## src/verilog/clock_ctrl_pkg.sv

```systemverilog
// constants and types for the peripheral clock gate and divider block
package clock_ctrl_pkg;

    localparam logic [31:0] gate_addr        = 32'h4004_8080;
    localparam logic [31:0] ssp_div_addr     = 32'h4004_8094;
    localparam logic [31:0] uart_div_addr    = 32'h4004_8098;
    localparam logic [31:0] trace_div_addr   = 32'h4004_80ac;
    localparam logic [31:0] tick_div_addr    = 32'h4004_80b0;
    localparam logic [31:0] usb_sel_addr     = 32'h4004_80c0;
    localparam logic [31:0] usb_upd_addr     = 32'h4004_80c4;
    localparam logic [31:0] usb_div_addr     = 32'h4004_80c8;
    localparam logic [31:0] wdt_sel_addr     = 32'h4004_80d0;
    localparam logic [31:0] wdt_upd_addr     = 32'h4004_80d4;

    localparam int          gate_usb_reg_bit = 14;
    localparam int          gate_wdt_bit     = 15;
    localparam int          gate_pin_cfg_bit = 16;
    localparam int          gate_width       = 17;
    localparam logic [16:0] gate_reset       = 17'h0_40ff;

    localparam logic [7:0]  ssp_div_reset    = 8'h01;
    localparam logic [7:0]  uart_div_reset   = 8'h00;
    localparam logic [7:0]  trace_div_reset  = 8'h00;
    localparam logic [7:0]  tick_div_reset   = 8'h00;
    localparam logic [7:0]  usb_div_reset    = 8'h01;
    localparam logic [1:0]  usb_sel_reset    = 2'h0;
    localparam logic [1:0]  wdt_sel_reset    = 2'h0;
    localparam logic        upd_reset        = 1'h0;

    localparam logic [1:0]  usb_src_pll      = 2'h0;
    localparam logic [1:0]  usb_src_main     = 2'h1;

    typedef struct packed {
        logic usb_reg;
        logic wdt;
        logic pin_config;
    } clock_gate_s;

    typedef struct packed {
        logic ssp;
        logic uart;
        logic trace;
        logic tick_timer;
        logic usb;
    } clock_tick_s;

endpackage

```

## src/verilog/tick_divider.sv

```systemverilog
// divide a source tick stream by an 8-bit value, 0 stops the output
`timescale 1ns/1ps
module tick_divider (
    input  wire logic       sys_clk_i,
    input  wire logic       resetn_i,
    input  wire logic       src_tick_i,
    input  wire logic [7:0] div_i,
    output logic            boundary_o,
    output logic            tick_o
);
    logic [7:0] cnt_r;
    logic [7:0] cur_div_r;
    logic       at_end;

    // a stopped divider counts as at its boundary on every source tick
    assign at_end     = (cur_div_r == 8'h00) || (cnt_r >= cur_div_r - 8'h01);
    assign boundary_o = src_tick_i && at_end;

    // new divisor only loads at a period end: no shortened pulse
    always_ff @(posedge sys_clk_i or negedge resetn_i) begin
        if (!resetn_i) begin
            cnt_r     <= 8'h00;
            cur_div_r <= 8'h00;
            tick_o    <= 1'b0;
        end else if (boundary_o) begin
            cnt_r     <= 8'h00;
            cur_div_r <= div_i;
            tick_o    <= (cur_div_r != 8'h00);
        end else begin
            cnt_r     <= src_tick_i ? cnt_r + 8'h01 : cnt_r;
            tick_o    <= 1'b0;
        end
    end
endmodule

```

## src/verilog/peripheral_clock_gate_divide.sv

```systemverilog
// register file, gates and dividers for peripheral clocks
`timescale 1ns/1ps
module peripheral_clock_gate_divide (
    input  wire logic                        sys_clk_i,
    input  wire logic                        resetn_i,
    input  wire logic                        usb_pll_clk_i,
    input  wire logic [31:0]                 address_i,
    input  wire logic                        read_i,
    input  wire logic                        write_i,
    input  wire logic [31:0]                 writedata_i,
    output logic [31:0]                      readdata_o,
    output logic                             waitrequest_o,
    output clock_ctrl_pkg::clock_gate_s      gate_o,
    output clock_ctrl_pkg::clock_tick_s      tick_o,
    output logic [1:0]                       usb_src_o,
    output logic [1:0]                       wdt_src_o
);
    import clock_ctrl_pkg::*;

    // ****************************************
    // registers
    // ****************************************
    logic [gate_width-1:0] gate_r;
    logic [7:0]            ssp_div_r;
    logic [7:0]            uart_div_r;
    logic [7:0]            trace_div_r;
    logic [7:0]            tick_div_r;
    logic [7:0]            usb_div_r;
    logic [1:0]            usb_sel_r;
    logic [1:0]            wdt_sel_r;
    logic                  usb_upd_r;
    logic                  wdt_upd_r;
    logic                  usb_pend_r;
    logic [1:0]            pll_sync_r;
    logic                  pll_prev_r;
    logic                  take;
    logic                  wr_take;
    logic                  wr_gate;
    logic                  wr_ssp_div;
    logic                  wr_uart_div;
    logic                  wr_trace_div;
    logic                  wr_tick_div;
    logic                  wr_usb_div;
    logic                  wr_usb_sel;
    logic                  wr_wdt_sel;
    logic                  usb_rise;
    logic                  wdt_rise;
    logic                  pll_tick;
    logic                  usb_src_tick;
    logic                  usb_boundary;
    logic [31:0]           rd_mux;
    clock_tick_s           div_tick;

    // ****************************************
    // avalon slave
    // ****************************************
    // one wait cycle: data is ready at the edge that drops waitrequest
    assign take    = (read_i || write_i) && !waitrequest_o;
    assign wr_take = take && write_i;

    always_ff @(posedge sys_clk_i or negedge resetn_i) begin
        if (!resetn_i) begin
            waitrequest_o <= 1'b1;
        end else begin
            waitrequest_o <= !((read_i || write_i) && waitrequest_o);
        end
    end

    always_comb begin
        rd_mux = 32'h0000_0000;
        unique case (address_i)
            gate_addr:      rd_mux = {15'h0000, gate_r};
            ssp_div_addr:   rd_mux = {24'h00_0000, ssp_div_r};
            uart_div_addr:  rd_mux = {24'h00_0000, uart_div_r};
            trace_div_addr: rd_mux = {24'h00_0000, trace_div_r};
            tick_div_addr:  rd_mux = {24'h00_0000, tick_div_r};
            usb_sel_addr:   rd_mux = {30'h0000_0000, usb_sel_r};
            usb_upd_addr:   rd_mux = {31'h0000_0000, usb_upd_r};
            usb_div_addr:   rd_mux = {24'h00_0000, usb_div_r};
            wdt_sel_addr:   rd_mux = {30'h0000_0000, wdt_sel_r};
            wdt_upd_addr:   rd_mux = {31'h0000_0000, wdt_upd_r};
            default:        rd_mux = 32'h0000_0000;
        endcase
    end

    // unmapped reads answer zero, unmapped writes are dropped
    always_ff @(posedge sys_clk_i or negedge resetn_i) begin
        if (!resetn_i) begin
            readdata_o <= 32'h0000_0000;
        end else if (read_i && waitrequest_o) begin
            readdata_o <= rd_mux;
        end
    end

    // ****************************************
    // control registers
    // ****************************************
    // one decoded strobe per register keeps each block to its own concern
    assign wr_gate      = wr_take && (address_i == gate_addr);
    assign wr_ssp_div   = wr_take && (address_i == ssp_div_addr);
    assign wr_uart_div  = wr_take && (address_i == uart_div_addr);
    assign wr_trace_div = wr_take && (address_i == trace_div_addr);
    assign wr_tick_div  = wr_take && (address_i == tick_div_addr);
    assign wr_usb_div   = wr_take && (address_i == usb_div_addr);
    assign wr_usb_sel   = wr_take && (address_i == usb_sel_addr);
    assign wr_wdt_sel   = wr_take && (address_i == wdt_sel_addr);

    always_ff @(posedge sys_clk_i or negedge resetn_i) begin
        if (!resetn_i) begin
            gate_r <= gate_reset;
        end else if (wr_gate) begin
            gate_r <= writedata_i[gate_width-1:0];
        end
    end

    always_ff @(posedge sys_clk_i or negedge resetn_i) begin
        if (!resetn_i) begin
            ssp_div_r <= ssp_div_reset;
        end else if (wr_ssp_div) begin
            ssp_div_r <= writedata_i[7:0];
        end
    end

    always_ff @(posedge sys_clk_i or negedge resetn_i) begin
        if (!resetn_i) begin
            uart_div_r <= uart_div_reset;
        end else if (wr_uart_div) begin
            uart_div_r <= writedata_i[7:0];
        end
    end

    always_ff @(posedge sys_clk_i or negedge resetn_i) begin
        if (!resetn_i) begin
            trace_div_r <= trace_div_reset;
        end else if (wr_trace_div) begin
            trace_div_r <= writedata_i[7:0];
        end
    end

    always_ff @(posedge sys_clk_i or negedge resetn_i) begin
        if (!resetn_i) begin
            tick_div_r <= tick_div_reset;
        end else if (wr_tick_div) begin
            tick_div_r <= writedata_i[7:0];
        end
    end

    always_ff @(posedge sys_clk_i or negedge resetn_i) begin
        if (!resetn_i) begin
            usb_div_r <= usb_div_reset;
        end else if (wr_usb_div) begin
            usb_div_r <= writedata_i[7:0];
        end
    end

    // stored code is not yet the applied one: see update strobes
    always_ff @(posedge sys_clk_i or negedge resetn_i) begin
        if (!resetn_i) begin
            usb_sel_r <= usb_sel_reset;
        end else if (wr_usb_sel) begin
            usb_sel_r <= writedata_i[1:0];
        end
    end

    always_ff @(posedge sys_clk_i or negedge resetn_i) begin
        if (!resetn_i) begin
            wdt_sel_r <= wdt_sel_reset;
        end else if (wr_wdt_sel) begin
            wdt_sel_r <= writedata_i[1:0];
        end
    end

    // ****************************************
    // update strobes
    // ****************************************
    // only a 0 to 1 change of the stored bit applies a selection
    assign usb_rise = wr_take && (address_i == usb_upd_addr)
                      && writedata_i[0] && !usb_upd_r;
    assign wdt_rise = wr_take && (address_i == wdt_upd_addr)
                      && writedata_i[0] && !wdt_upd_r;

    always_ff @(posedge sys_clk_i or negedge resetn_i) begin
        if (!resetn_i) begin
            usb_upd_r <= upd_reset;
        end else if (wr_take && address_i == usb_upd_addr) begin
            usb_upd_r <= writedata_i[0];
        end
    end

    always_ff @(posedge sys_clk_i or negedge resetn_i) begin
        if (!resetn_i) begin
            wdt_upd_r <= upd_reset;
        end else if (wr_take && address_i == wdt_upd_addr) begin
            wdt_upd_r <= writedata_i[0];
        end
    end

    always_ff @(posedge sys_clk_i or negedge resetn_i) begin
        if (!resetn_i) begin
            wdt_src_o <= wdt_sel_reset;
        end else if (wdt_rise) begin
            wdt_src_o <= wdt_sel_r;
        end
    end

    // ****************************************
    // usb source switch
    // ****************************************
    // a request arriving at the boundary cycle stays pending: set wins
    always_ff @(posedge sys_clk_i or negedge resetn_i) begin
        if (!resetn_i) begin
            usb_pend_r <= 1'b0;
        end else if (usb_rise) begin
            usb_pend_r <= 1'b1;
        end else if (usb_boundary || usb_div_r == 8'h00) begin
            usb_pend_r <= 1'b0;
        end
    end

    // switch only between output periods so no short usb pulse appears
    always_ff @(posedge sys_clk_i or negedge resetn_i) begin
        if (!resetn_i) begin
            usb_src_o <= usb_sel_reset;
        end else if (usb_pend_r && !usb_rise
                     && (usb_boundary || usb_div_r == 8'h00)) begin
            usb_src_o <= usb_sel_r;
        end
    end

    // pll input comes from another clock: two flops, then edge detect
    always_ff @(posedge sys_clk_i or negedge resetn_i) begin
        if (!resetn_i) begin
            pll_sync_r <= 2'h0;
            pll_prev_r <= 1'b0;
        end else begin
            pll_sync_r <= {pll_sync_r[0], usb_pll_clk_i};
            pll_prev_r <= pll_sync_r[1];
        end
    end

    // limitation: pll faster than half sys_clk aliases in this sampling
    assign pll_tick = pll_sync_r[1] && !pll_prev_r;

    // reserved codes give no source ticks at all
    always_comb begin
        unique case (usb_src_o)
            usb_src_pll:  usb_src_tick = pll_tick;
            usb_src_main: usb_src_tick = 1'b1;
            default:      usb_src_tick = 1'b0;
        endcase
    end

    // ****************************************
    // dividers
    // ****************************************
    tick_divider u_ssp_div (
        .sys_clk_i  (sys_clk_i),
        .resetn_i   (resetn_i),
        .src_tick_i (1'b1),
        .div_i      (ssp_div_r),
        .boundary_o (),
        .tick_o     (div_tick.ssp)
    );

    tick_divider u_uart_div (
        .sys_clk_i  (sys_clk_i),
        .resetn_i   (resetn_i),
        .src_tick_i (1'b1),
        .div_i      (uart_div_r),
        .boundary_o (),
        .tick_o     (div_tick.uart)
    );

    tick_divider u_trace_div (
        .sys_clk_i  (sys_clk_i),
        .resetn_i   (resetn_i),
        .src_tick_i (1'b1),
        .div_i      (trace_div_r),
        .boundary_o (),
        .tick_o     (div_tick.trace)
    );

    tick_divider u_tick_div (
        .sys_clk_i  (sys_clk_i),
        .resetn_i   (resetn_i),
        .src_tick_i (1'b1),
        .div_i      (tick_div_r),
        .boundary_o (),
        .tick_o     (div_tick.tick_timer)
    );

    tick_divider u_usb_div (
        .sys_clk_i  (sys_clk_i),
        .resetn_i   (resetn_i),
        .src_tick_i (usb_src_tick),
        .div_i      (usb_div_r),
        .boundary_o (usb_boundary),
        .tick_o     (div_tick.usb)
    );

    // divider ticks already come from flops
    assign tick_o = div_tick;

    // ****************************************
    // gate outputs
    // ****************************************
    always_comb begin
        gate_o.usb_reg    = gate_r[gate_usb_reg_bit];
        gate_o.wdt        = gate_r[gate_wdt_bit];
        gate_o.pin_config = gate_r[gate_pin_cfg_bit];
    end

endmodule

```

## config.mk

```make
export PLATFORM = sky130hd
export DESIGN_NAME = peripheral_clock_gate_divide
export DESIGN_NICKNAME = d
export VERILOG_FILES = /design/src/verilog/clock_ctrl_pkg.sv /design/src/verilog/tick_divider.sv /design/src/verilog/peripheral_clock_gate_divide.sv
export SDC_FILE = /design/constraint.sdc
export NUM_CORES = 1
export LEC_CHECK = 0
export BUFFER_PORTS_ARGS = -buffer_cell sky130_fd_sc_hd__clkbuf_2
export CORE_ASPECT_RATIO = 1.5
export CORE_MARGIN = 4
export CORE_UTILIZATION = 55
export DETAILED_ROUTE_END_ITERATION = 16
export PLACE_DENSITY = 0.86
export SLEW_MARGIN = 20
export SYNTH_ARGS = -nofsm -noshare
export SYNTH_HDL_FRONTEND = slang
export SYNTH_SLANG_ARGS = --single-unit
```

## constraint.sdc

```tcl
create_clock -name sys_clk_i -period 10.7 [get_ports sys_clk_i]
set_clock_uncertainty 0.2 [all_clocks]
set_input_delay 1.07 -clock sys_clk_i [delete_from_list [all_inputs] [get_ports sys_clk_i]]
set_output_delay 1.07 -clock sys_clk_i [all_outputs]
set_load 0.02 [all_outputs]
```

==> summary.txt <==
Status: finished clean
RSZ-0062 raised after global routing: no
Placer Congestion: 0.938
Global route total overflow: 0
Via count: 8,024
Power Density: 118 mW/mm²
Chip height: 175 µm
Psw: 0.346 mW
Final hold violation count: 0
Final max-slew violation count: 0
Worst Path Arrival: 4180 ps
Resized cells post-CTS: 0
Hold Path Cell Cnt: 0
Hold slack: 184 ps
Worst-Margin Slew: 1070 ps
Synth unique cells: 71
Post-CTS Setup Inserts: 0
Slew headroom: 27.9%
Num rows: 60
CTS tree: built
Ant diodes: 0
Final net count: 1,161
Post-DP HPWL: 16,600 µm
Startpoint Class: input pin
First-pass GRT wire length: 39,700 µm
Vias in the first global route: 8,131
Multi-input logic area: 0.00538 mm²
# setup viols final: 0
Post-DRT Antenna Nets: 0
Cts hold-fix bufs: 0
Port Buffers: 83
Initial DRC Count: 818
Worst hold path class: reg2reg
Crit Path Class: in2reg
Largest regs: gate_r x17, readdata_o x17
Asr flop ratio synth: 100%
Area growth syn-to-layout: 10.7%
#FFs+latches synth: 174
Critical path endpoint category: register
Pleak: 5.54 nW
Commonest non-fill, non-tap cells in the layout: dfrtp_1, clkbuf_2, nand3_1, nand2_1, mux2_2
Path depth of the worst reg2reg path: 12
FF-to-FF setup slack: 6750 ps
Vias/cell: 6.16
FMAX: 246 MHz
Fin Setup TNS: 0 ps
# IOs: 114
Die area: 0.0208 mm²
Final Cycle Share: 37.9%
H-tree levels: 4
Root buffer cell: clkbuf_16
Largest net degree at the start of global routing: 63
Most common cell after layout, fill and taps aside: dfrtp_1
Antenna violations before repair: 0
Wire length per cell: 18.5 µm
Power Internal: 0.987 mW
Clock power frac: 46.7%
Reg area: 0.00437 mm²
Layout cells sized above 1: 24.5%
Synth Area per Inst: 10.3 µm²
DRC: 0
Min Tclk post-route: 4060 ps
Total track usage: 23.1%
Clock latency on the worst-skew pair: 430 ps
Post-synthesis cell count: 985
Die Width: 119 µm
Clock transition at the registers of the reported paths: 80 ps
Flop pwr share: 49.5%
CTS sink cnt: 174
Switching Share: 25.9%
Synth warnings: 0
Post-synth EDFFs: 0
FILL cells: 1,402
DRT Pass-1 Iters: 7
Logic pwr share: 3.8%
Max clock buf depth: 2
Cell Area, Synth: 0.0102 mm²
Sequential fraction of the synthesis area: 42.9%
Initial Util: 56.3%
Core area: 0.0181 mm²
WL final: 24,100 µm
CTS buffer count: 17
Critical-path maximum fanout: 17
Worst endpoint required time: 10,820 ps
Peak VDD IR: 0.0000845 V
Max cap viols: 0
Main flop type after synthesis: dfrtp_1
-- power by group through the flow --
stage	clock (mW)	combinational [mW]	sequential (mW)
floorplan	0	0.0230	0.673
global placement	0	0.0500	0.672
detailed placement	0	0.0510	0.672
CTS	0.630	0.0512	0.659
global route	0.658	0.0565	0.659
finish	0.622	0.0510	0.659
-- logic make-up (layout without fill, tap and decap cells) --
| family | Yosys count | count (layout) | synth area share (%) |
|---|---|---|---|
| AO/OA/AOI/OAI | 167 | 167 | 11.5 |
| XOR/XNOR | 56 | 56 | 4.81 |
| adder cells (fa/ha/maj) | 50 | 50 | 6.14 |
| buffers and inverters | 101 | 157 | 4.96 |
| flip-flops | 174 | 174 | 42.9 |
| multiplexers | 78 | 78 | 8.96 |
| other | 1 | 15 | 0.0368 |
| AND/OR/NAND/NOR | 358 | 358 | 20.7 |
-- stage by stage --
step | instances | setup slack [ps] | area (µm²) | util, % | power, mW
after floorplan | 999 | 7280 | 10200 | - | 0.696
after global placement | 1271 | 6300 | 10700 | 59.1 | 0.722
after detailed placement | 1271 | 6250 | 10700 | 59.1 | 0.723
after CTS | 1303 | 6700 | 11300 | 62.4 | 1.34
after global routing | 1303 | 6420 | 11300 | 62.4 | 1.37
final | 1303 | 6640 | 11300 | 62.4 | 1.33
-- layout make-up --
class / count / share of cell area, %
Timing Repair Buffer: 95 / 4.53
Clock buffer: 17 / 3.77
Tap cell: 248 / 2.75
Multi-Input combinational cell: 724 / 47.7
Clock inverter: 15 / 1.52
Inverter: 30 / 0.998
Sequential cell: 174 / 38.7
-- critical path, stage by stage --
cell and delay, ps:
clkbuf_2 80, nor4b_1 380, nand4_1 840, nor4_2 620
and2_1 500, nand2_4 300, mux2_4 380
-- cells in the mapped netlist, types with 5 or more instances --
cell | n | area share, %
or3_1 | 14 | 0.86
inv_1 | 30 | 1.1
clkbuf_1 | 38 | 1.4
nor2_1 | 33 | 1.2
dfrtp_1 | 162 | 40
buf_4 | 24 | 1.8
a21oi_1 | 31 | 1.5
nor3_1 | 23 | 1.1
nand2_1 | 63 | 2.3
nor4_1 | 37 | 2.3
o21ai_0 | 33 | 1.6
nand4_1 | 7 | 0.43
and3_1 | 10 | 0.61
xnor2_1 | 27 | 2.3
mux2_4 | 10 | 1.5
nand3_1 | 67 | 3.3
buf_2 | 5 | 0.25
dfstp_2 | 12 | 3.1
mux2_2 | 62 | 6.9
o22ai_1 | 6 | 0.37
a222oi_1 | 15 | 1.5
and2_1 | 10 | 0.61
nand2b_1 | 26 | 1.6
nor3b_1 | 6 | 0.44
nor4b_1 | 6 | 0.52
xor2_1 | 29 | 2.5
o211ai_1 | 25 | 1.8
a21o_1 | 18 | 1.3
nor2b_1 | 5 | 0.31
a211oi_1 | 9 | 0.66
or4b_2 | 18 | 1.8
ha_1 | 50 | 6.1
-- final timing paths --
| check | start | to |
|---|---|---|
| max | address_i[27] | gate_r[13] |
| min | pll_sync_r[0] | pll_sync_r[1] |
| max reg2reg | u_usb_div.cur_div_r[0] | u_usb_div.cur_div_r[7] |
| min reg2reg | pll_sync_r[0] | pll_sync_r[1] |
| max in group asynchronous | resetn_i | u_ssp_div.cur_div_r[3] |
| min in group asynchronous | resetn_i | u_trace_div.cnt_r[4] |
-- per-layer routing --
metal  track usage [%]  vias to the layer above  routed length, µm  part of all wire [%]
met1              26.3                     3946               9160                    38
met3              4.15                       85               1160                   4.8
met4              11.0                        0                996                   4.1
met2              41.6                      272              12700                    53
met5                 0                        -                  0                     0
li1                  -                     3721                  -                     -
(Power assumes the default switching activity.)
